==> src/verilog/uefd_regs.svh <==
`ifndef UEFD_REGS_SVH
`define UEFD_REGS_SVH

// register byte addresses on the apb bus
`define UEFD_ADDR_STATUS 12'h000
`define UEFD_ADDR_EOD 12'h004
`define UEFD_ADDR_FIFO_CLR 12'h008

// data-present bit positions, shared by status and fifo clear registers
`define UEFD_BIT_BULK_OUT 4
`define UEFD_BIT_BULK_IN 2
`define UEFD_BIT_CTRL_TX 1
`define UEFD_BIT_CTRL_RX 0

// end-of-data control bit positions
`define UEFD_BIT_EOD_BULK_IN 0
`define UEFD_BIT_EOD_CTRL 1

// reset value of the status register
`define UEFD_STATUS_RESET 8'h00

// mask of implemented status bits
`define UEFD_STATUS_MASK 8'h17

// clocks from a fifo clear write to the status showing it
`define UEFD_CLR_LATENCY 5
// pipeline stages between the write edge and the flag update edge
`define UEFD_CLR_STAGES 4

`endif

==> src/verilog/uefd_pkg_end.sv <==
`default_nettype none
`default_nettype wire

==> src/verilog/uefd_pkg.sv <==
`default_nettype none

package uefd_pkg;

    // apb slave states, one-hot
    typedef enum logic [2:0] {
        UEFD_ST_IDLE = 3'b001,
        UEFD_ST_RESP = 3'b010,
        UEFD_ST_SPARE = 3'b100
    } uefd_apb_state_e;

    // one byte of register data
    typedef logic [7:0] uefd_byte_t;

endpackage : uefd_pkg

`default_nettype wire

==> src/verilog/uefd_clr_delay.sv <==
`timescale 1ns/1ps
`default_nettype none

// delays the fifo clear mask so the flags update a fixed time after the write
module uefd_clr_delay
    import uefd_pkg::*;
#(
    parameter int STAGES = 4,
    parameter int WIDTH = 8
) (
    // clock and reset
    input wire logic i_sys_clk,
    input wire logic i_rst,
    // mask in and delayed mask out
    input wire logic [WIDTH-1:0] i_mask,
    output logic [WIDTH-1:0] o_mask_q
);

    // shift stages, stage 0 takes the input
    logic [WIDTH-1:0] pipe_q [STAGES];
    logic [WIDTH-1:0] pipe_d [STAGES];

    // next values of each stage
    always_comb begin
        pipe_d[0] = i_mask;
        for (int k = 1; k < STAGES; k++) begin
            pipe_d[k] = pipe_q[k-1];
        end
    end

    // register the stages
    always_ff @(posedge i_sys_clk) begin
        for (int k = 0; k < STAGES; k++) begin
            if (i_rst) begin
                pipe_q[k] <= '0;
            end else begin
                pipe_q[k] <= pipe_d[k];
            end
        end
    end

    // last stage leaves from a register
    assign o_mask_q = pipe_q[STAGES-1];

endmodule // uefd_clr_delay

`default_nettype wire

==> src/verilog/uefd_data_flags.sv <==
// Notes on behaviour
// - bulk-out toggle with data sets its flag
// - bulk-out counter reaching zero clears flag
// - null bulk-out packet sets nothing
// - bulk-in flag shows data, forceable by software
// - bulk-in end-of-data at zero count sets flag
// - bulk-in toggle clears its flag
// - control end-of-data sets transmit flag at once
// - transmit flag clears only after good transmission or a fifo clear
// - control receive counter zero clears receive flag
// - null control packet leaves receive flag clear
// - all flags read zero after reset
// - status is read-only byte, writes ignored
// - fifo clear shows in status five clocks later
//
// Decided for this implementation: the register addresses and the APB slave port.
`timescale 1ns/1ps
`include "uefd_regs.svh"
`default_nettype none

module uefd_data_flags
    import uefd_pkg::*;
#(
    parameter int CNT_W = 7
) (
    // clock and reset
    input wire logic i_sys_clk,
    input wire logic i_rst,
    // apb slave
    input wire logic i_psel,
    input wire logic i_penable,
    input wire logic i_pwrite,
    input wire logic [11:0] i_paddr,
    input wire logic [31:0] i_pwdata,
    output logic [31:0] o_prdata_q,
    output logic o_pready_q,
    output logic o_pslverr_q,
    // bulk-out fifo events
    input wire logic i_bo_toggle,
    input wire logic i_bo_null_rx,
    input wire logic [CNT_W-1:0] i_bo_count,
    // bulk-in fifo events
    input wire logic i_bi_toggle,
    input wire logic [CNT_W-1:0] i_bi_count,
    // control transmit fifo events
    input wire logic i_ctx_tx_ok,
    input wire logic [CNT_W-1:0] i_ctx_count,
    // control receive fifo events
    input wire logic i_crx_rx_done,
    input wire logic i_crx_null,
    input wire logic [CNT_W-1:0] i_crx_count,
    // pulses to the fifos
    output logic o_bi_eod_q,
    output logic o_ctx_eod_q,
    output logic [7:0] o_fifo_clr_q
);

    // counter went from nonzero to zero
    function automatic logic fell_to_zero(input logic [CNT_W-1:0] prev,
                                          input logic [CNT_W-1:0] cur);
        fell_to_zero = (prev != '0) && (cur == '0);
    endfunction

    // counter went from zero to nonzero
    function automatic logic rose_from_zero(input logic [CNT_W-1:0] prev,
                                            input logic [CNT_W-1:0] cur);
        rose_from_zero = (prev == '0) && (cur != '0);
    endfunction

    // apb state and answer registers
    uefd_apb_state_e st_q, st_d;
    logic [31:0] prdata_d;
    logic pready_d;
    logic pslverr_d;
    // strobes of the current access
    logic wr_acc; // write taken at this edge
    logic eod_wr; // write to end-of-data register
    logic clr_wr; // write to fifo clear register
    uefd_byte_t clr_mask_c; // implemented bits of the clear write
    // data-present flags
    logic bo_q, bo_d;
    logic bi_q, bi_d;
    logic ctx_q, ctx_d;
    logic crx_q, crx_d;
    // previous counter values
    logic [CNT_W-1:0] bo_cnt_q, bi_cnt_q, ctx_cnt_q, crx_cnt_q;
    // set and clear terms of each flag
    logic bo_set, bo_clr, bi_set, bi_clr, ctx_set, ctx_clr, crx_set, crx_clr;
    // delayed fifo clear mask
    logic [7:0] clr_apply;
    // pulses to fifos
    logic bi_eod_d, ctx_eod_d;
    logic [7:0] fifo_clr_d;
    // assembled status byte
    uefd_byte_t status_c;

    // the write lands at the edge where the master sees pready high
    assign wr_acc = (st_q == UEFD_ST_RESP) && i_psel && i_penable && i_pwrite;
    assign eod_wr = wr_acc && (i_paddr == `UEFD_ADDR_EOD);
    assign clr_wr = wr_acc && (i_paddr == `UEFD_ADDR_FIFO_CLR);
    assign clr_mask_c = clr_wr ? (i_pwdata[7:0] & `UEFD_STATUS_MASK) : 8'h00;

    // status byte with unused bits tied to zero
    always_comb begin
        status_c = `UEFD_STATUS_RESET;
        status_c[`UEFD_BIT_BULK_OUT] = bo_q;
        status_c[`UEFD_BIT_BULK_IN] = bi_q;
        status_c[`UEFD_BIT_CTRL_TX] = ctx_q;
        status_c[`UEFD_BIT_CTRL_RX] = crx_q;
    end

    // apb next state, one wait state then the answer
    always_comb begin
        st_d = st_q;
        prdata_d = 32'h0000_0000;
        pready_d = 1'b0;
        pslverr_d = 1'b0;
        case (st_q)
            // access seen: answer next cycle
            UEFD_ST_IDLE: begin
                if (i_psel && i_penable) begin
                    st_d = UEFD_ST_RESP;
                    pready_d = 1'b1;
                    case (i_paddr)
                        // status read is byte wide, write ignored
                        `UEFD_ADDR_STATUS: begin
                            prdata_d = {24'h00_0000, status_c};
                        end
                        // self-clearing controls read back zero
                        `UEFD_ADDR_EOD, `UEFD_ADDR_FIFO_CLR: begin
                            prdata_d = 32'h0000_0000;
                        end
                        // unmapped address answers with an error
                        default: begin
                            pslverr_d = 1'b1;
                        end
                    endcase
                end
            end
            // answer shown: transfer ends at this edge
            UEFD_ST_RESP: begin
                st_d = UEFD_ST_IDLE;
            end
            // unused code falls back to idle
            default: begin
                st_d = UEFD_ST_IDLE;
            end
        endcase
    end

    // apb registers
    always_ff @(posedge i_sys_clk) begin
        if (i_rst) begin
            st_q <= UEFD_ST_IDLE;
            o_prdata_q <= 32'h0000_0000;
            o_pready_q <= 1'b0;
            o_pslverr_q <= 1'b0;
        end else begin
            st_q <= st_d;
            o_prdata_q <= prdata_d;
            o_pready_q <= pready_d;
            o_pslverr_q <= pslverr_d;
        end
    end

    // clear mask held back so the status updates after the fixed latency
    uefd_clr_delay #(
        .STAGES(`UEFD_CLR_STAGES),
        .WIDTH(8)
    ) u_clr_delay (
        .i_sys_clk(i_sys_clk),
        .i_rst(i_rst),
        .i_mask(clr_mask_c),
        .o_mask_q(clr_apply)
    );

    // set and clear terms; a set in the clear cycle wins
    always_comb begin
        bo_set = i_bo_toggle && !i_bo_null_rx;
        bo_clr = fell_to_zero(bo_cnt_q, i_bo_count)
            || clr_apply[`UEFD_BIT_BULK_OUT];
        bi_set = (eod_wr && i_pwdata[`UEFD_BIT_EOD_BULK_IN] && (i_bi_count == '0))
            || rose_from_zero(bi_cnt_q, i_bi_count);
        bi_clr = i_bi_toggle || clr_apply[`UEFD_BIT_BULK_IN];
        ctx_set = (eod_wr && i_pwdata[`UEFD_BIT_EOD_CTRL])
            || rose_from_zero(ctx_cnt_q, i_ctx_count);
        ctx_clr = i_ctx_tx_ok || clr_apply[`UEFD_BIT_CTRL_TX];
        crx_set = i_crx_rx_done && !i_crx_null;
        crx_clr = fell_to_zero(crx_cnt_q, i_crx_count)
            || clr_apply[`UEFD_BIT_CTRL_RX];
        bo_d = bo_set || (bo_q && !bo_clr);
        bi_d = bi_set || (bi_q && !bi_clr);
        ctx_d = ctx_set || (ctx_q && !ctx_clr);
        crx_d = crx_set || (crx_q && !crx_clr);
    end

    // flags and counter history
    always_ff @(posedge i_sys_clk) begin
        if (i_rst) begin
            bo_q <= 1'b0;
            bi_q <= 1'b0;
            ctx_q <= 1'b0;
            crx_q <= 1'b0;
            bo_cnt_q <= '0;
            bi_cnt_q <= '0;
            ctx_cnt_q <= '0;
            crx_cnt_q <= '0;
        end else begin
            bo_q <= bo_d;
            bi_q <= bi_d;
            ctx_q <= ctx_d;
            crx_q <= crx_d;
            bo_cnt_q <= i_bo_count;
            bi_cnt_q <= i_bi_count;
            ctx_cnt_q <= i_ctx_count;
            crx_cnt_q <= i_crx_count;
        end
    end

    // pulses to the fifos on control writes
    always_comb begin
        bi_eod_d = eod_wr && i_pwdata[`UEFD_BIT_EOD_BULK_IN];
        ctx_eod_d = eod_wr && i_pwdata[`UEFD_BIT_EOD_CTRL];
        fifo_clr_d = clr_mask_c;
    end

    // pulse registers
    always_ff @(posedge i_sys_clk) begin
        if (i_rst) begin
            o_bi_eod_q <= 1'b0;
            o_ctx_eod_q <= 1'b0;
            o_fifo_clr_q <= 8'h00;
        end else begin
            o_bi_eod_q <= bi_eod_d;
            o_ctx_eod_q <= ctx_eod_d;
            o_fifo_clr_q <= fifo_clr_d;
        end
    end

    // bulk-out toggle with data shows next cycle
    AST_BO_SET: assert property (@(posedge i_sys_clk) disable iff (i_rst)
        (i_bo_toggle && !i_bo_null_rx) |=> bo_q)
        else $error("bulk-out flag not set after toggle");

    // bulk-out counter reaching zero clears the flag
    AST_BO_CLR: assert property (@(posedge i_sys_clk) disable iff (i_rst)
        (bo_q && fell_to_zero(bo_cnt_q, i_bo_count) && !i_bo_toggle) |=> !bo_q)
        else $error("bulk-out flag not cleared at zero count");

    // null bulk-out packet never raises the flag
    AST_BO_NULL: assert property (@(posedge i_sys_clk) disable iff (i_rst)
        (!bo_q && i_bo_null_rx) |=> !bo_q)
        else $error("bulk-out flag set by null packet");

    // bulk-in end-of-data at zero count sets the flag and pulses o_bi_eod_q
    AST_BI_EOD: assert property (@(posedge i_sys_clk) disable iff (i_rst)
        (eod_wr && i_pwdata[`UEFD_BIT_EOD_BULK_IN] && i_bi_count == '0)
        |=> bi_q && o_bi_eod_q)
        else $error("bulk-in flag not set by end-of-data");

    // bulk-in toggle clears the flag
    AST_BI_CLR: assert property (@(posedge i_sys_clk) disable iff (i_rst)
        (i_bi_toggle && !bi_set) |=> !bi_q)
        else $error("bulk-in flag not cleared by toggle");

    // control end-of-data sets the transmit flag regardless of count
    AST_CTX_SET: assert property (@(posedge i_sys_clk) disable iff (i_rst)
        (eod_wr && i_pwdata[`UEFD_BIT_EOD_CTRL]) |=> ctx_q)
        else $error("control transmit flag not set");

    // transmit flag stays until good transmission or fifo clear
    AST_CTX_HOLD: assert property (@(posedge i_sys_clk) disable iff (i_rst)
        (ctx_q && !i_ctx_tx_ok && !clr_apply[`UEFD_BIT_CTRL_TX]) |=> ctx_q)
        else $error("control transmit flag dropped early");

    // receive flag clears when the counter drains
    AST_CRX_CLR: assert property (@(posedge i_sys_clk) disable iff (i_rst)
        (crx_q && fell_to_zero(crx_cnt_q, i_crx_count) && !crx_set) |=> !crx_q)
        else $error("control receive flag not cleared");

    // null control packet leaves a clear receive flag clear
    AST_CRX_NULL: assert property (@(posedge i_sys_clk) disable iff (i_rst)
        (!crx_q && i_crx_rx_done && i_crx_null) |=> !crx_q)
        else $error("control receive flag set by null packet");

    // reset empties every flag
    AST_RST_EMPTY: assert property (@(posedge i_sys_clk)
        i_rst |=> (status_c == `UEFD_STATUS_RESET))
        else $error("flags not zero after reset");

    // status write raises no fifo clear pulse and no bulk-in end-of-data pulse
    AST_RO_WRITE: assert property (@(posedge i_sys_clk) disable iff (i_rst)
        (wr_acc && i_paddr == `UEFD_ADDR_STATUS) |=> (o_fifo_clr_q == 8'h00 && !o_bi_eod_q))
        else $error("status write had an effect");

    // clear mask reaches the flags four edges after the write edge
    AST_CLR_LAT: assert property (@(posedge i_sys_clk) disable iff (i_rst)
        clr_wr |-> ##4 (clr_apply == $past(clr_mask_c, 4)))
        else $error("fifo clear latency wrong");

    // read answers carry zero in all unused bits
    AST_RD_ZERO: assert property (@(posedge i_sys_clk) disable iff (i_rst)
        o_pready_q |-> (o_prdata_q[31:8] == 24'h00_0000 && o_prdata_q[7:5] == 3'b000
            && o_prdata_q[3] == 1'b0))
        else $error("unused status bits not zero");

    // bulk-out flag holds until its counter drains or a clear lands
    AST_BO_HOLD: assert property (@(posedge i_sys_clk) disable iff (i_rst)
        (bo_q && !fell_to_zero(bo_cnt_q, i_bo_count) && !clr_apply[`UEFD_BIT_BULK_OUT])
        |=> bo_q)
        else $error("bulk-out flag dropped early");

    // bulk-in fill from an empty fifo raises the flag
    AST_BI_FILL: assert property (@(posedge i_sys_clk) disable iff (i_rst)
        rose_from_zero(bi_cnt_q, i_bi_count) |=> bi_q)
        else $error("bulk-in flag not set by fill");

    // good transmission clears the transmit flag unless a set lands too
    AST_CTX_CLR: assert property (@(posedge i_sys_clk) disable iff (i_rst)
        (i_ctx_tx_ok && !ctx_set) |=> !ctx_q)
        else $error("control transmit flag not cleared");

    // control packet with data raises the receive flag
    AST_CRX_SET: assert property (@(posedge i_sys_clk) disable iff (i_rst)
        (i_crx_rx_done && !i_crx_null) |=> crx_q)
        else $error("control receive flag not set");

    // status read answer carries the flags of the access edge
    AST_RD_STATUS: assert property (@(posedge i_sys_clk) disable iff (i_rst)
        (st_q == UEFD_ST_IDLE && i_psel && i_penable && i_paddr == `UEFD_ADDR_STATUS)
        |=> (o_prdata_q[7:0] == $past(status_c)))
        else $error("status read data wrong");

    // pready stands a single cycle per transfer
    AST_RDY_ONE: assert property (@(posedge i_sys_clk) disable iff (i_rst)
        o_pready_q |=> !o_pready_q)
        else $error("pready held too long");

    // error answer only comes with pready
    AST_ERR_RDY: assert property (@(posedge i_sys_clk) disable iff (i_rst)
        o_pslverr_q |-> o_pready_q)
        else $error("pslverr without pready");

endmodule // uefd_data_flags

`default_nettype wire

==> config.mk <==
export PLATFORM = sky130hd
export DESIGN_NAME = uefd_data_flags
export DESIGN_NICKNAME = d
export VERILOG_FILES = /design/src/verilog/uefd_pkg_end.sv /design/src/verilog/uefd_pkg.sv /design/src/verilog/uefd_clr_delay.sv /design/src/verilog/uefd_data_flags.sv
export VERILOG_INCLUDE_DIRS = /design/src /design/src/verilog
export SDC_FILE = /design/constraint.sdc
export NUM_CORES = 1
export LEC_CHECK = 0
export ABC_AREA = 0
export BUFFER_PORTS_ARGS = -buffer_cell sky130_fd_sc_hd__clkbuf_2
export CAP_MARGIN = 20
export CORE_ASPECT_RATIO = 2
export CORE_MARGIN = 3
export CORE_UTILIZATION = 25
export DETAILED_ROUTE_END_ITERATION = 7
export HOLD_SLACK_MARGIN = 0.06
export PLACE_DENSITY = 0.53
export SYNTH_ARGS = -nofsm -noshare
export SYNTH_HDL_FRONTEND = slang
export SYNTH_SLANG_ARGS = --single-unit
==> constraint.sdc <==
create_clock -name i_sys_clk -period 3.65 [get_ports i_sys_clk]
set_input_delay 0.365 -clock i_sys_clk [delete_from_list [all_inputs] [get_ports i_sys_clk]]
set_output_delay 0.365 -clock i_sys_clk [all_outputs]
set_load 0.01 [all_outputs]
# Yosys cells after proc, flatten, opt, wreduce, memory -nomap -nowiden
# Memories as Yosys holds them, arrays and structs flattened.
# Index checks and enable logic that the tools add are counted.
totals:
  register_bits: 78
  ram_bits: 32
  in_bits: 83
  output_inout_bits: 44
  wordCells: 87
  memories: 1
op_classes:
  eq_ne: 4
  n_mux: 10
  n_bitwise: 7
  n_reduce_logical: 49
memory_table:
  columns: ["memory", "depth", "width", "rd", "rd_ports_with_merged_regs", "write_ports", "line", "text"]
  rows:
  - ["u_clr_delay.pipe_q", 4, 8, 4, 0, 4, "uefd_clr_delay.sv:20", "logic [WIDTH-1:0] pipe_q [STAGES];"]
ops:
  columns: ["cell", "count"]
  rows:
  - ["logical NOT 7 bit", 5]
  - ["two-way mux 8 bit", 4]
  - ["nonzero test 7 bit", 4]
  - ["logical AND 1 bit", 19]
  - ["equality test 12 x 3 -> 1 bit (second input constant)", 1]
  - ["equality test 12 x 4 -> 1 bit (second input constant)", 1]
  - ["logical NOT 12 bit", 1]
  - ["logical OR 1 bit", 10]
  - ["logical NOT 1 bit", 6]
  - ["OR reduction 3 bit", 2]
  - ["two-way mux 1 bit", 5]
  - ["two-way mux 5 bit", 1]
  - ["OR 1 bit", 4]
  - ["OR reduction 4 bit", 1]
  - ["inverter 1 bit", 3]
  - ["equality test 2 x 1 -> 1 bit (second input constant)", 1]
  - ["equality test 2 bit (second input constant)", 1]
  - ["OR reduction 2 bit", 1]

# Longest topological paths before layout
# Gate-level depths: netlist of run 1.
depth:
  ltp_word: 9
  ltp_mapped: 5
  depth_no_buf: 5

# By module
# A second synthesis of run 1 with hierarchy kept.
hier_totals:
  cells_unflattened: 245
  hier_area_um2: 2705.1
by_module_without_submodules:
  columns: ["mod", "n_inst", "cells_each", "area_per_inst_um2", "seq_area_each_um2"]
  rows:
  - ["uefd_data_flags", 1, 178, 1841.8, 920.9]
  - ["uefd_clr_delay", 1, 67, 863.3, 640.6]

# Least setup slack after synthesis of run 1
# OpenSTA, ideal clock, no wires.
synth_timing:
  kind: "input-to-reg"
  from: "input i_rst"
  to: "register bi_q"
  setup_ns: 0.069
  arrival_time_ns: 1.460
  required_time_ns: 3.581
  slack_ns: 2.120
  path_stages: 4
  n_path_buf: 0
  cell_sequence: "nand3b_4 > or3_4 > or4_1 > o21ai_1"
synth_lines:
  columns: ["item", "line", "text"]
  rows:
  - ["start: declaration", "uefd_data_flags.sv:28", "input wire logic i_rst,"]
  - ["end signal: assignment", "uefd_data_flags.sv:210", "bi_q <= bi_d;"]
  - ["end: declaration", "uefd_data_flags.sv:82", "logic bi_q, bi_d;"]

# Worst setup path after layout of run 1
layout_timing:
  from: "register st_q[1]"
  to: "register bi_q"
layout_via:
  elab_chain_cells: 9
layout_rtl:
  columns: ["item", "line", "text"]
  rows:
  - ["start: declaration", "uefd_data_flags.sv:71", "uefd_apb_state_e st_q, st_d;"]
  - ["start signal: assignment", "uefd_data_flags.sv:159", "st_q <= st_d;"]
  - ["equality test 2 bit", "uefd_data_flags.sv:98", "assign wr_acc = (st_q == UEFD_ST_RESP) && i_psel && i_penable && i_pwrite;"]
  - ["logical AND 1 bit (3 in series)", "uefd_data_flags.sv:98", null]
  - ["logical AND 1 bit", "uefd_data_flags.sv:99", "assign eod_wr = wr_acc && (i_paddr == `UEFD_ADDR_EOD);"]
  - ["logical AND 1 bit (2 in series)", "uefd_data_flags.sv:182", "bi_set = (eod_wr && i_pwdata[`UEFD_BIT_EOD_BULK_IN] && (i_bi_count == '0))"]
  - ["logical OR 1 bit", "uefd_data_flags.sv:182", null]
  - ["logical OR 1 bit", "uefd_data_flags.sv:192", "bi_d = bi_set || (bi_q && !bi_clr);"]
# Every way passes these cells.
# A chain may end at the register's enable or synchronous reset.

==> impl_metrics.py, run 1 <==
metrics = {
    "finish": {
        "final_cell_area_um2": 2666,
        "seq_area_um2": 1161,
        "drive_above_1_share_pct": 31.39,
        "area_delta_synth_final_pct": 27.53,
        "nFillCells": 863,
        "fin_nets": 352,
        "multi_input_area_um2": 749.5,
        "antenna_cells": 0,
        "final_common_cell": "clkbuf_2",
        "final_cell_mix": "66 x clkbuf_2, 58 x dfxtp_1, 37 x nor2b_1",
    },
    "power_and_ir_drop": {
        "total_leakage_power_nw": 1.206,
        "p_per_area_nw_per_um2": 577.6,
        "ir_drop_mv": 0.2263,
    },
    "floorplanning": {
        "initial_utilization_pct": 25.95,
        "die_area_um2": 9563,
        "io_pins": 127,
        "row_count": 46,
        "die_w_um": 70.67,
        "core_um2": 8058,
        "die_h_um": 135.3,
    },
    "routing": {
        "vias": 1460,
        "ant_nets": 0,
        "drt_iter0_markers": 39,
        "firstDrtPassIters": 4,
        "wl_um": 3967,
        "drc": 0,
        "avgViaCountPerCell": 3.946,
        "wire_per_inst_um": 10.72,
    },
    "sta": {
        "max_freq_mhz": 679.5,
        "setup_viol": 0,
        "slew_violations": 0,
        "finClkSkew_ns": 0.005435,
        "fin_hold_ws_ns": 0.2403,
        "rsz0062_at_grt": "no",
        "final.min_clock_period_ns": 1.472,
        "tns_ns": 0,
        "hold_violations": 0,
        "finalCritPeriodShare_pct": 40.32,
    },
    "place": {
        "port_buffers": 66,
        "hpwl_um": 3064,
        "placed_area_um2": 2380,
        "gp_congestion": 0.7116,
    },
    "clocking": {
        "clock-sinks": 58,
        "cts_buffer_depth": 2,
        "cts_resized": 0,
        "ctsRootBufferMaster": "clkbuf_16",
        "numCtsBuffers": 9,
        "cts_tree": "built",
        "cts.htree.levels": 3,
        "clk_latency_ns": 0.32,
        "cts_setup_buffers": 0,
        "path_clk_slew_ns": 0.05,
        "hold_buffers": 0,
    },
    "synth": {
        "synth_cell_types": 26,
        "synth.top_cell.area_share_pct": 55.54,
        "synth_area_leaders": "dfxtp_1 56%, buf_4 13%, nor2b_1 11%, nor4_1 3.0%, and2_1 2.4%",
        "ys_seq_elements": 58,
        "avgSynthCellArea_um2": 10.45,
        "synth_edf_count": 0,
        "yosysWarnings": 0,
        "synth_top_area_cell": "dfxtp_1",
        "postSynthCellCount": 200,
        "netlist_area_um2": 2091,
        "synth_async_sr_flop_share_pct": 0,
        "ys.flop_type": "dfxtp_1",
        "ys_seq_area_share_pct": 55.54,
    },
    "grt": {
        "overflow": 0,
        "grt_use_total_pct": 9.030,
        "grt_pass1_vias": 1443,
        "grt_max_degree": 45,
        "antenna_found_initial": 0,
        "grt_pass1_wl_um": 6354,
    },
    "critical_path": {
        "worstPathRequired_ns": 3.90,
        "crit_path_start_kind": "register",
        "crit_path_end_kind": "register",
        "worst_r2r_path_depth": 4,
        "r2r_slack_ns": 2.18,
        "cp_data_arrival_time_ns": 1.72,
        "r2r-start": "st_q[1]$_SDFFE_PP0P_",
        "path_class": "reg2reg",
        "critPathMaxFanout": 4,
        "rr_endpoint": "bi_q$_SDFF_PP0_",
    },
    "run_status": {
        "outcome": "complete, no violations",
    },
    "worst_hold_path": {
        "holdPathStages": 2,
        "min_from": "i_pwdata[2]",
        "whs_endpoint": "u_clr_delay.pipe_q[0][2]$_SDFF_PP0_",
        "min_path_type": "in2reg",
    },
    "job": {
        "max-cap-violations": 0,
    },
}
[cells in the mapped netlist, types with 3 or more instances]
library cell / instances
nor2_1: 4
nand2_1: 5
nor3_1: 10
nor4_1: 10
buf_4: 36
clkbuf_1: 4
nor2b_1: 37
inv_1: 3
dfxtp_1: 58
and2_1: 8
and2b_1: 3
a21oi_1: 3
[area by class of cell]
type | instances | area share [%]
clock buffers | 10 | 8.588
clock inverters | 6 | 2.159
inverters | 3 | 0.4223
multi-input cells | 130 | 28.11
flip-flops and latches | 58 | 43.55
well taps | 96 | 4.505
repair buffers | 67 | 12.67
[worst max-delay path by stage]
stage	start	endpoint
global route	st_q[0]$_SDFFE_PP1P_	o_prdata_q[1]$_SDFF_PP0_
floorplan	i_rst	bi_q$_SDFF_PP0_
global placement	i_rst	o_prdata_q[1]$_SDFF_PP0_
finish	st_q[1]$_SDFFE_PP0P_	bi_q$_SDFF_PP0_
detailed placement	i_rst	o_prdata_q[0]$_SDFF_PP0_
CTS	st_q[0]$_SDFFE_PP1P_	o_prdata_q[0]$_SDFF_PP0_
[state kept, by name, summed over array words and instances (netlist names)]
| signal | cells |
|---|---|
| bi_cnt_q | 7 |
| bi_q | 1 |
| bo_cnt_q | 7 |
| bo_q | 1 |
| crx_cnt_q | 7 |
| crx_q | 1 |
| ctx_cnt_q | 7 |
| ctx_q | 1 |
| o_bi_eod_q | 1 |
| o_ctx_eod_q | 1 |
| o_prdata_q | 4 |
| o_pready_q | 1 |
| o_pslverr_q | 1 |
| st_q | 2 |
| u_clr_delay.pipe_q | 16 |
[power by group]
part           switching, W  internal [W]
clock network      0.000268      0.000521
registers        0.00000596      0.000656
logic             0.0000481     0.0000407
[metrics by stage]
| step | utilization (%) | setup WS [ns] | cells | total power, W |
|---|---|---|---|---|
| floorplan | - | 2.120 | 231 | 0.0007451 |
| global placement | 29.53 | 1.823 | 354 | 0.0007634 |
| detailed placement | 29.53 | 1.843 | 354 | 0.0007647 |
| CTS | 33.09 | 2.125 | 370 | 0.001576 |
| global route | 33.09 | 1.993 | 370 | 0.001609 |
| finish | 33.09 | 2.178 | 370 | 0.001540 |
[layer usage]
metal	GRT usage, %	vias to the layer above	share of wire (%)
met5	0	-	0
met4	8.787	0	4.6
met3	2.080	11	8.7
met2	15.50	74	53
met1	8.483	645	34
li1	-	730	-
[worst max-delay path: stages (launching register included)]
cell     delay, ns
dfxtp_1       0.34
nand2_1       0.06
or3_4         0.35
or4_1         0.56
o21ai_1       0.09
[kinds of logic (layout without fill, tap and decap cells)]
logic type,after synthesis,count (layout),share of synthesized area (%)
buf+inv,43,86,14.18
other cells,1,32,0.1794
flops,58,58,55.54
simple gates,89,89,26.99
compound gates,9,9,3.112
Power figures use the tool's default switching activity.
==> run 2: changes to the inputs <==
--- a/config.mk
+++ b/config.mk
@@ -14,7 +14,7 @@
 export CORE_UTILIZATION = 25
 export DETAILED_ROUTE_END_ITERATION = 7
 export HOLD_SLACK_MARGIN = 0.06
-export PLACE_DENSITY = 0.53
+export PLACE_DENSITY = 0.55
 export SYNTH_ARGS = -nofsm -noshare
 export SYNTH_HDL_FRONTEND = slang
 export SYNTH_SLANG_ARGS = --single-unit
==> constraint.sdc (replaced) <==
create_clock -name i_sys_clk -period 1.31 [get_ports i_sys_clk]
set_input_delay 0.131 -clock i_sys_clk [delete_from_list [all_inputs] [get_ports i_sys_clk]]
set_output_delay 0.131 -clock i_sys_clk [all_outputs]
set_load 0.01 [all_outputs]
==> impl_metrics.py, run 2 (synthesis gave the netlist of run 1 again) <==
metrics = {
    "run_status": {
        "outcome": "complete, but fails checks",
        "violations": "setup timing",
    },
    "finish": {
        "area_delta_synth_final_pct": 51.11,
        "antenna_cells": 0,
        "largest_reg_flops": 16,
        "final_cell_mix": "66 x clkbuf_2, 57 x dfxtp_1, 37 x nor2b_1",
        "top_register": "u_clr_delay.pipe_q",
        "fin_nets": 394,
        "final_common_cell": "clkbuf_2",
        "drive_above_1_share_pct": 33.86,
    },
    "critical_path": {
        "worstPathRequired_ns": 1.57,
        "crit_buf_inv": 1,
        "path_class": "reg2reg",
        "crit_chain": "or3_4, nor4b_4, buf_4, and2_4",
        "max_stage_delay_ns": 0.41,
        "crit_family": "simple AND/OR/NAND/NOR gates",
        "cpMaxStageDelayCell": "or3_4",
        "crit_path_start_kind": "register",
        "crit_path_end_kind": "register",
        "critPathMaxFanout": 4,
        "cp_data_arrival_time_ns": 1.58,
    },
    "routing": {
        "ant_nets": 0,
        "drt_iter0_markers": 21,
        "drc": 0,
        "avgViaCountPerCell": 3.937,
        "vias": 1622,
        "wire_per_inst_um": 11.22,
        "firstDrtPassIters": 4,
        "wl_um": 4623,
    },
    "grt": {
        "grt_use_total_pct": 10.19,
        "grt_pass1_wl_um": 7376,
        "grt_max_degree": 45,
        "overflow": 0,
        "antenna_found_initial": 0,
        "grt_pass1_vias": 1693,
    },
    "clocking": {
        "cts.htree.levels": 3,
        "ctsRootBufferMaster": "clkbuf_16",
        "numCtsBuffers": 9,
        "clock-sinks": 58,
        "cts_tree": "built",
        "clk_latency_ns": 0.32,
        "path_clk_slew_ns": 0.05,
        "cts_buffer_depth": 2,
    },
    "sta": {
        "tns_ns": -0.002446,
        "setup_viol": 1,
        "setup_ws_ns": -0.002446,
        "max_freq_mhz": 761.9,
        "hold_violations": 0,
        "final.min_clock_period_ns": 1.312,
        "rsz0062_at_grt": "yes",
        "slew_violations": 0,
        "finalCritPeriodShare_pct": 100.2,
        "finClkSkew_ns": 0.003562,
    },
    "job": {
        "max-cap-violations": 0,
    },
    "place": {
        "gp_congestion": 0.6746,
        "place_ws_ns": -0.09920,
        "port_buffers": 66,
        "hpwl_um": 3205,
    },
    "floorplanning": {
        "row_count": 46,
        "io_pins": 127,
        "die_h_um": 135.3,
        "initial_utilization_pct": 25.95,
        "die_w_um": 70.67,
        "die_area_um2": 9563,
        "core_um2": 8058,
    },
    "power_and_ir_drop": {
        "ir_drop_mv": 0.5833,
        "p_per_area_nw_per_um2": 1455,
        "total_leakage_power_nw": 1.438,
    },
    "worst_hold_path": {
        "min_path_type": "in2reg",
    },
}
==> run 2: cell types whose count changed in the layout (fill, tap and decap cells not counted), sizes merged <==
| cell | change |
|---|---|
| buf | +12 |
| clkinvlp | -1 |
| dlygate4sd3 | +30 |
| clkinv | -4 |
| clkbuf | +5 |
==> run 2: cell type report <==
cell class | count | area (um2)
clock inverters | 1 | 30.03
inverters | 3 | 11.26
flip-flops and latches | 58 | 1162
multi-input cells | 130 | 819.5
well taps | 96 | 120.1
fillers | 817 | 4898
clock buffers | 15 | 287.8
repair buffers | 109 | 728.2
==> run 2: worst paths after layout <==
check / from / endpoint / slack [ns] / cells after the start
worst max-delay path: st_q[0]$_SDFFE_PP1P_ / u_clr_delay.pipe_q[0][0]$_SDFF_PP0_ / -0.002 / 4
worst min register to register: u_clr_delay.pipe_q[1][0]$_SDFF_PP0_ / u_clr_delay.pipe_q[2][0]$_SDFF_PP0_ / 0.43 / 1
worst min-delay path: i_crx_rx_done / crx_q$_SDFF_PP0_ / 0.07 / 3
worst max register to register: st_q[0]$_SDFFE_PP1P_ / u_clr_delay.pipe_q[0][0]$_SDFF_PP0_ / -0.002 / 4
==> run 2: worst reg2reg max path, stage by stage (launching register included) <==
cell     delay (ns)
dfxtp_1        0.30
or3_4          0.41
nor4b_4        0.25
buf_4          0.16
and2_4         0.13
==> run 2: where the power goes <==
part           internal, W  total [W]  switching, W
clock              0.00168    0.00240      0.000728
sequential         0.00183    0.00185     0.0000195
combinational     0.000186   0.000346      0.000160
total              0.00369    0.00460      0.000907
==> run 2: stage by stage <==
| stage | cells | power (W) | util [%] | area, um2 | hold slack, ns |
|---|---|---|---|---|---|
| floorplan | 231 | 0.002076 | - | 2208 | 0.2026 |
| global placement | 363 | 0.002135 | 30.39 | 2449 | 0.3321 |
| detailed placement | 363 | 0.002139 | 30.39 | 2449 | 0.3326 |
| CTS | 409 | 0.004660 | 38.37 | 3092 | 0.06050 |
| global route | 412 | 0.004798 | 39.21 | 3159 | 0.07745 |
| finish | 412 | 0.004598 | 39.21 | 3159 | 0.06609 |
==> run 2: routing by layer <==
metal | global-route usage, % | wire length, um | up-vias
li1 | - | - | 815
met2 | 18.37 | 2543 | 73
met5 | 0 | 0 | -
met4 | 6.904 | 119 | 0
met1 | 9.609 | 1614 | 728
met3 | 3.195 | 345 | 6
==> run 2: repair_timing <==
item | 4_1_cts | 5_1_grt
endpoints found under the hold margin | 30 | 0
pin swaps | 1 | 10
endpoints found under the setup margin | 8 | 12
hold buffers | 30 | 0
setup buffers | 0 | 3
gates resized for setup | 6 | 7
==> run 3: changes to the inputs <==
--- a/config.mk
+++ b/config.mk
@@ -10,11 +10,11 @@
 export BUFFER_PORTS_ARGS = -buffer_cell sky130_fd_sc_hd__clkbuf_2
 export CAP_MARGIN = 20
 export CORE_ASPECT_RATIO = 2
-export CORE_MARGIN = 3
 export CORE_UTILIZATION = 25
 export DETAILED_ROUTE_END_ITERATION = 7
 export HOLD_SLACK_MARGIN = 0.06
 export PLACE_DENSITY = 0.55
+export SLEW_MARGIN = 20
 export SYNTH_ARGS = -nofsm -noshare
 export SYNTH_HDL_FRONTEND = slang
 export SYNTH_SLANG_ARGS = --single-unit
==> impl_metrics.py, run 3 (synthesis gave the netlist of run 1 again) <==
metrics = {
    "clocking": {
        "ctsRootBufferMaster": "clkbuf_16",
        "path_clk_slew_ns": 0.05,
        "cts.htree.levels": 3,
        "clk_latency_ns": 0.32,
        "numCtsBuffers": 9,
        "cts_setup_buffers": 0,
        "cts_tree": "built",
        "clock-sinks": 58,
        "cts_buffer_depth": 2,
    },
    "routing": {
        "firstDrtPassIters": 3,
        "ant_nets": 0,
        "avgViaCountPerCell": 3.983,
        "wl_um": 4180,
        "vias": 1609,
        "drt_iter0_markers": 35,
        "wire_per_inst_um": 10.35,
        "drc": 0,
    },
    "critical_path": {
        "crit_path_end_kind": "register",
        "critPathMaxFanout": 4,
        "cp_data_arrival_time_ns": 1.60,
        "path_class": "reg2reg",
        "worstPathRequired_ns": 1.58,
        "crit_path_start_kind": "register",
    },
    "place": {
        "port_buffers": 66,
        "dp.cells": 358,
        "hpwl_um": 2908,
        "gp_congestion": 0.7421,
    },
    "finish": {
        "final_common_cell": "clkbuf_2",
        "final_cell_mix": "66 x clkbuf_2, 57 x dfxtp_1, 37 x nor2b_1",
        "fin_cells": 404,
        "fin_util_pct": 38.18,
        "antenna_cells": 0,
        "top_register": "u_clr_delay.pipe_q",
        "fin_nets": 386,
        "drive_above_1_share_pct": 31.17,
        "largest_reg_flops": 16,
        "area_delta_synth_final_pct": 46.08,
    },
    "grt": {
        "overflow": 0,
        "grt_max_degree": 45,
        "antenna_found_initial": 0,
        "grt_use_total_pct": 10.36,
        "grt_pass1_vias": 1489,
        "grt_pass1_wl_um": 6513,
    },
    "sta": {
        "finalCritPeriodShare_pct": 101.9,
        "finClkSkew_ns": 0.005099,
        "max_freq_mhz": 748.8,
        "slew_violations": 0,
        "setup_ws_ns": -0.02553,
        "hold_violations": 0,
        "final.min_clock_period_ns": 1.336,
        "rsz0062_at_grt": "yes",
        "tns_ns": -0.08278,
        "setup_viol": 4,
    },
    "floorplanning": {
        "core_um2": 8000,
        "die_area_um2": 8755,
        "die_h_um": 131.3,
        "initial_utilization_pct": 26.13,
        "io_pins": 127,
        "die_w_um": 66.67,
        "row_count": 46,
    },
    "worst_hold_path": {
        "min_path_type": "in2reg",
    },
    "job": {
        "max-cap-violations": 0,
    },
    "power_and_ir_drop": {
        "finalPower_w": 0.004641,
        "p_per_area_nw_per_um2": 1519,
        "total_leakage_power_nw": 1.365,
        "ir_drop_mv": 0.6171,
    },
    "run_status": {
        "outcome": "complete, but fails checks",
        "violations": "setup timing",
    },
}
## run 3: stage by stage
stage | area [um2] | worst slack [ns] | hold WS, ns
3_3_place_gp | 2411 | -0.1512 | 0.3324
4_1_cts | 3037 | -0.06371 | 0.06455
5_1_grt | 3054 | -0.1016 | 0.06126
6_report | 3054 | -0.02553 | 0.06451
3_5_place_dp | 2411 | -0.1522 | 0.3364
2_1_floorplan | 2208 | 0.02649 | 0.2026
## run 3: what timing repair did
action / CTS / global route
hold buffers: 30 / 0
hold endpoints to repair: 30 / 0
pin swaps: 3 / 4
endpoints found under the setup margin: 9 / 10
resized for setup: 1 / 5
## run 3: cell type report
class	instances	area, um2
inverter	3	11.26
tap	96	120.1
clock buffer	12	246.5
sequential	58	1162
fill	819	4946
timing repair buffer	101	668.1
multi-input combinational	130	770.7
clock inverter	4	75.07
## run 3: critical path: stages, from the launching register on
cell     delay, ns
dfxtp_2       0.33
nand2_1       0.04
or3_4         0.36
nor4b_2       0.27
buf_4         0.16
and2_4        0.12
## run 3: final timing paths
check             cells after the start  slack (ns)                  from                                  end
setup / recovery                      5       -0.03  st_q[1]$_SDFFE_PP0P_  u_clr_delay.pipe_q[0][0]$_SDFF_PP0_
hold / removal                        3        0.06         i_crx_rx_done                     crx_q$_SDFF_PP0_
setup reg to reg                      5       -0.03  st_q[1]$_SDFFE_PP0P_  u_clr_delay.pipe_q[0][0]$_SDFF_PP0_
hold reg to reg                       1        0.42  st_q[1]$_SDFFE_PP0P_                 st_q[1]$_SDFFE_PP0P_
## run 3: report_power, final
| group | internal [W] | switching, W | total [W] | leakage, nW |
|---|---|---|---|---|
| combinational | 0.000174 | 0.000150 | 0.000324 | 0.740 |
| clock | 0.00171 | 0.000758 | 0.00247 | 0.149 |
| sequential | 0.00183 | 0.0000178 | 0.00184 | 0.477 |
| total | 0.00371 | 0.000926 | 0.00464 | 1.37 |
## run 3: per-layer routing
metal / vias to the layer above / track usage [%] / wire (um)
met5: - / 0 / 0
met4: 0 / 8.038 / 164
met3: 12 / 3.385 / 266
met2: 80 / 18.07 / 2293
met1: 715 / 9.184 / 1456
li1: 802 / - / -
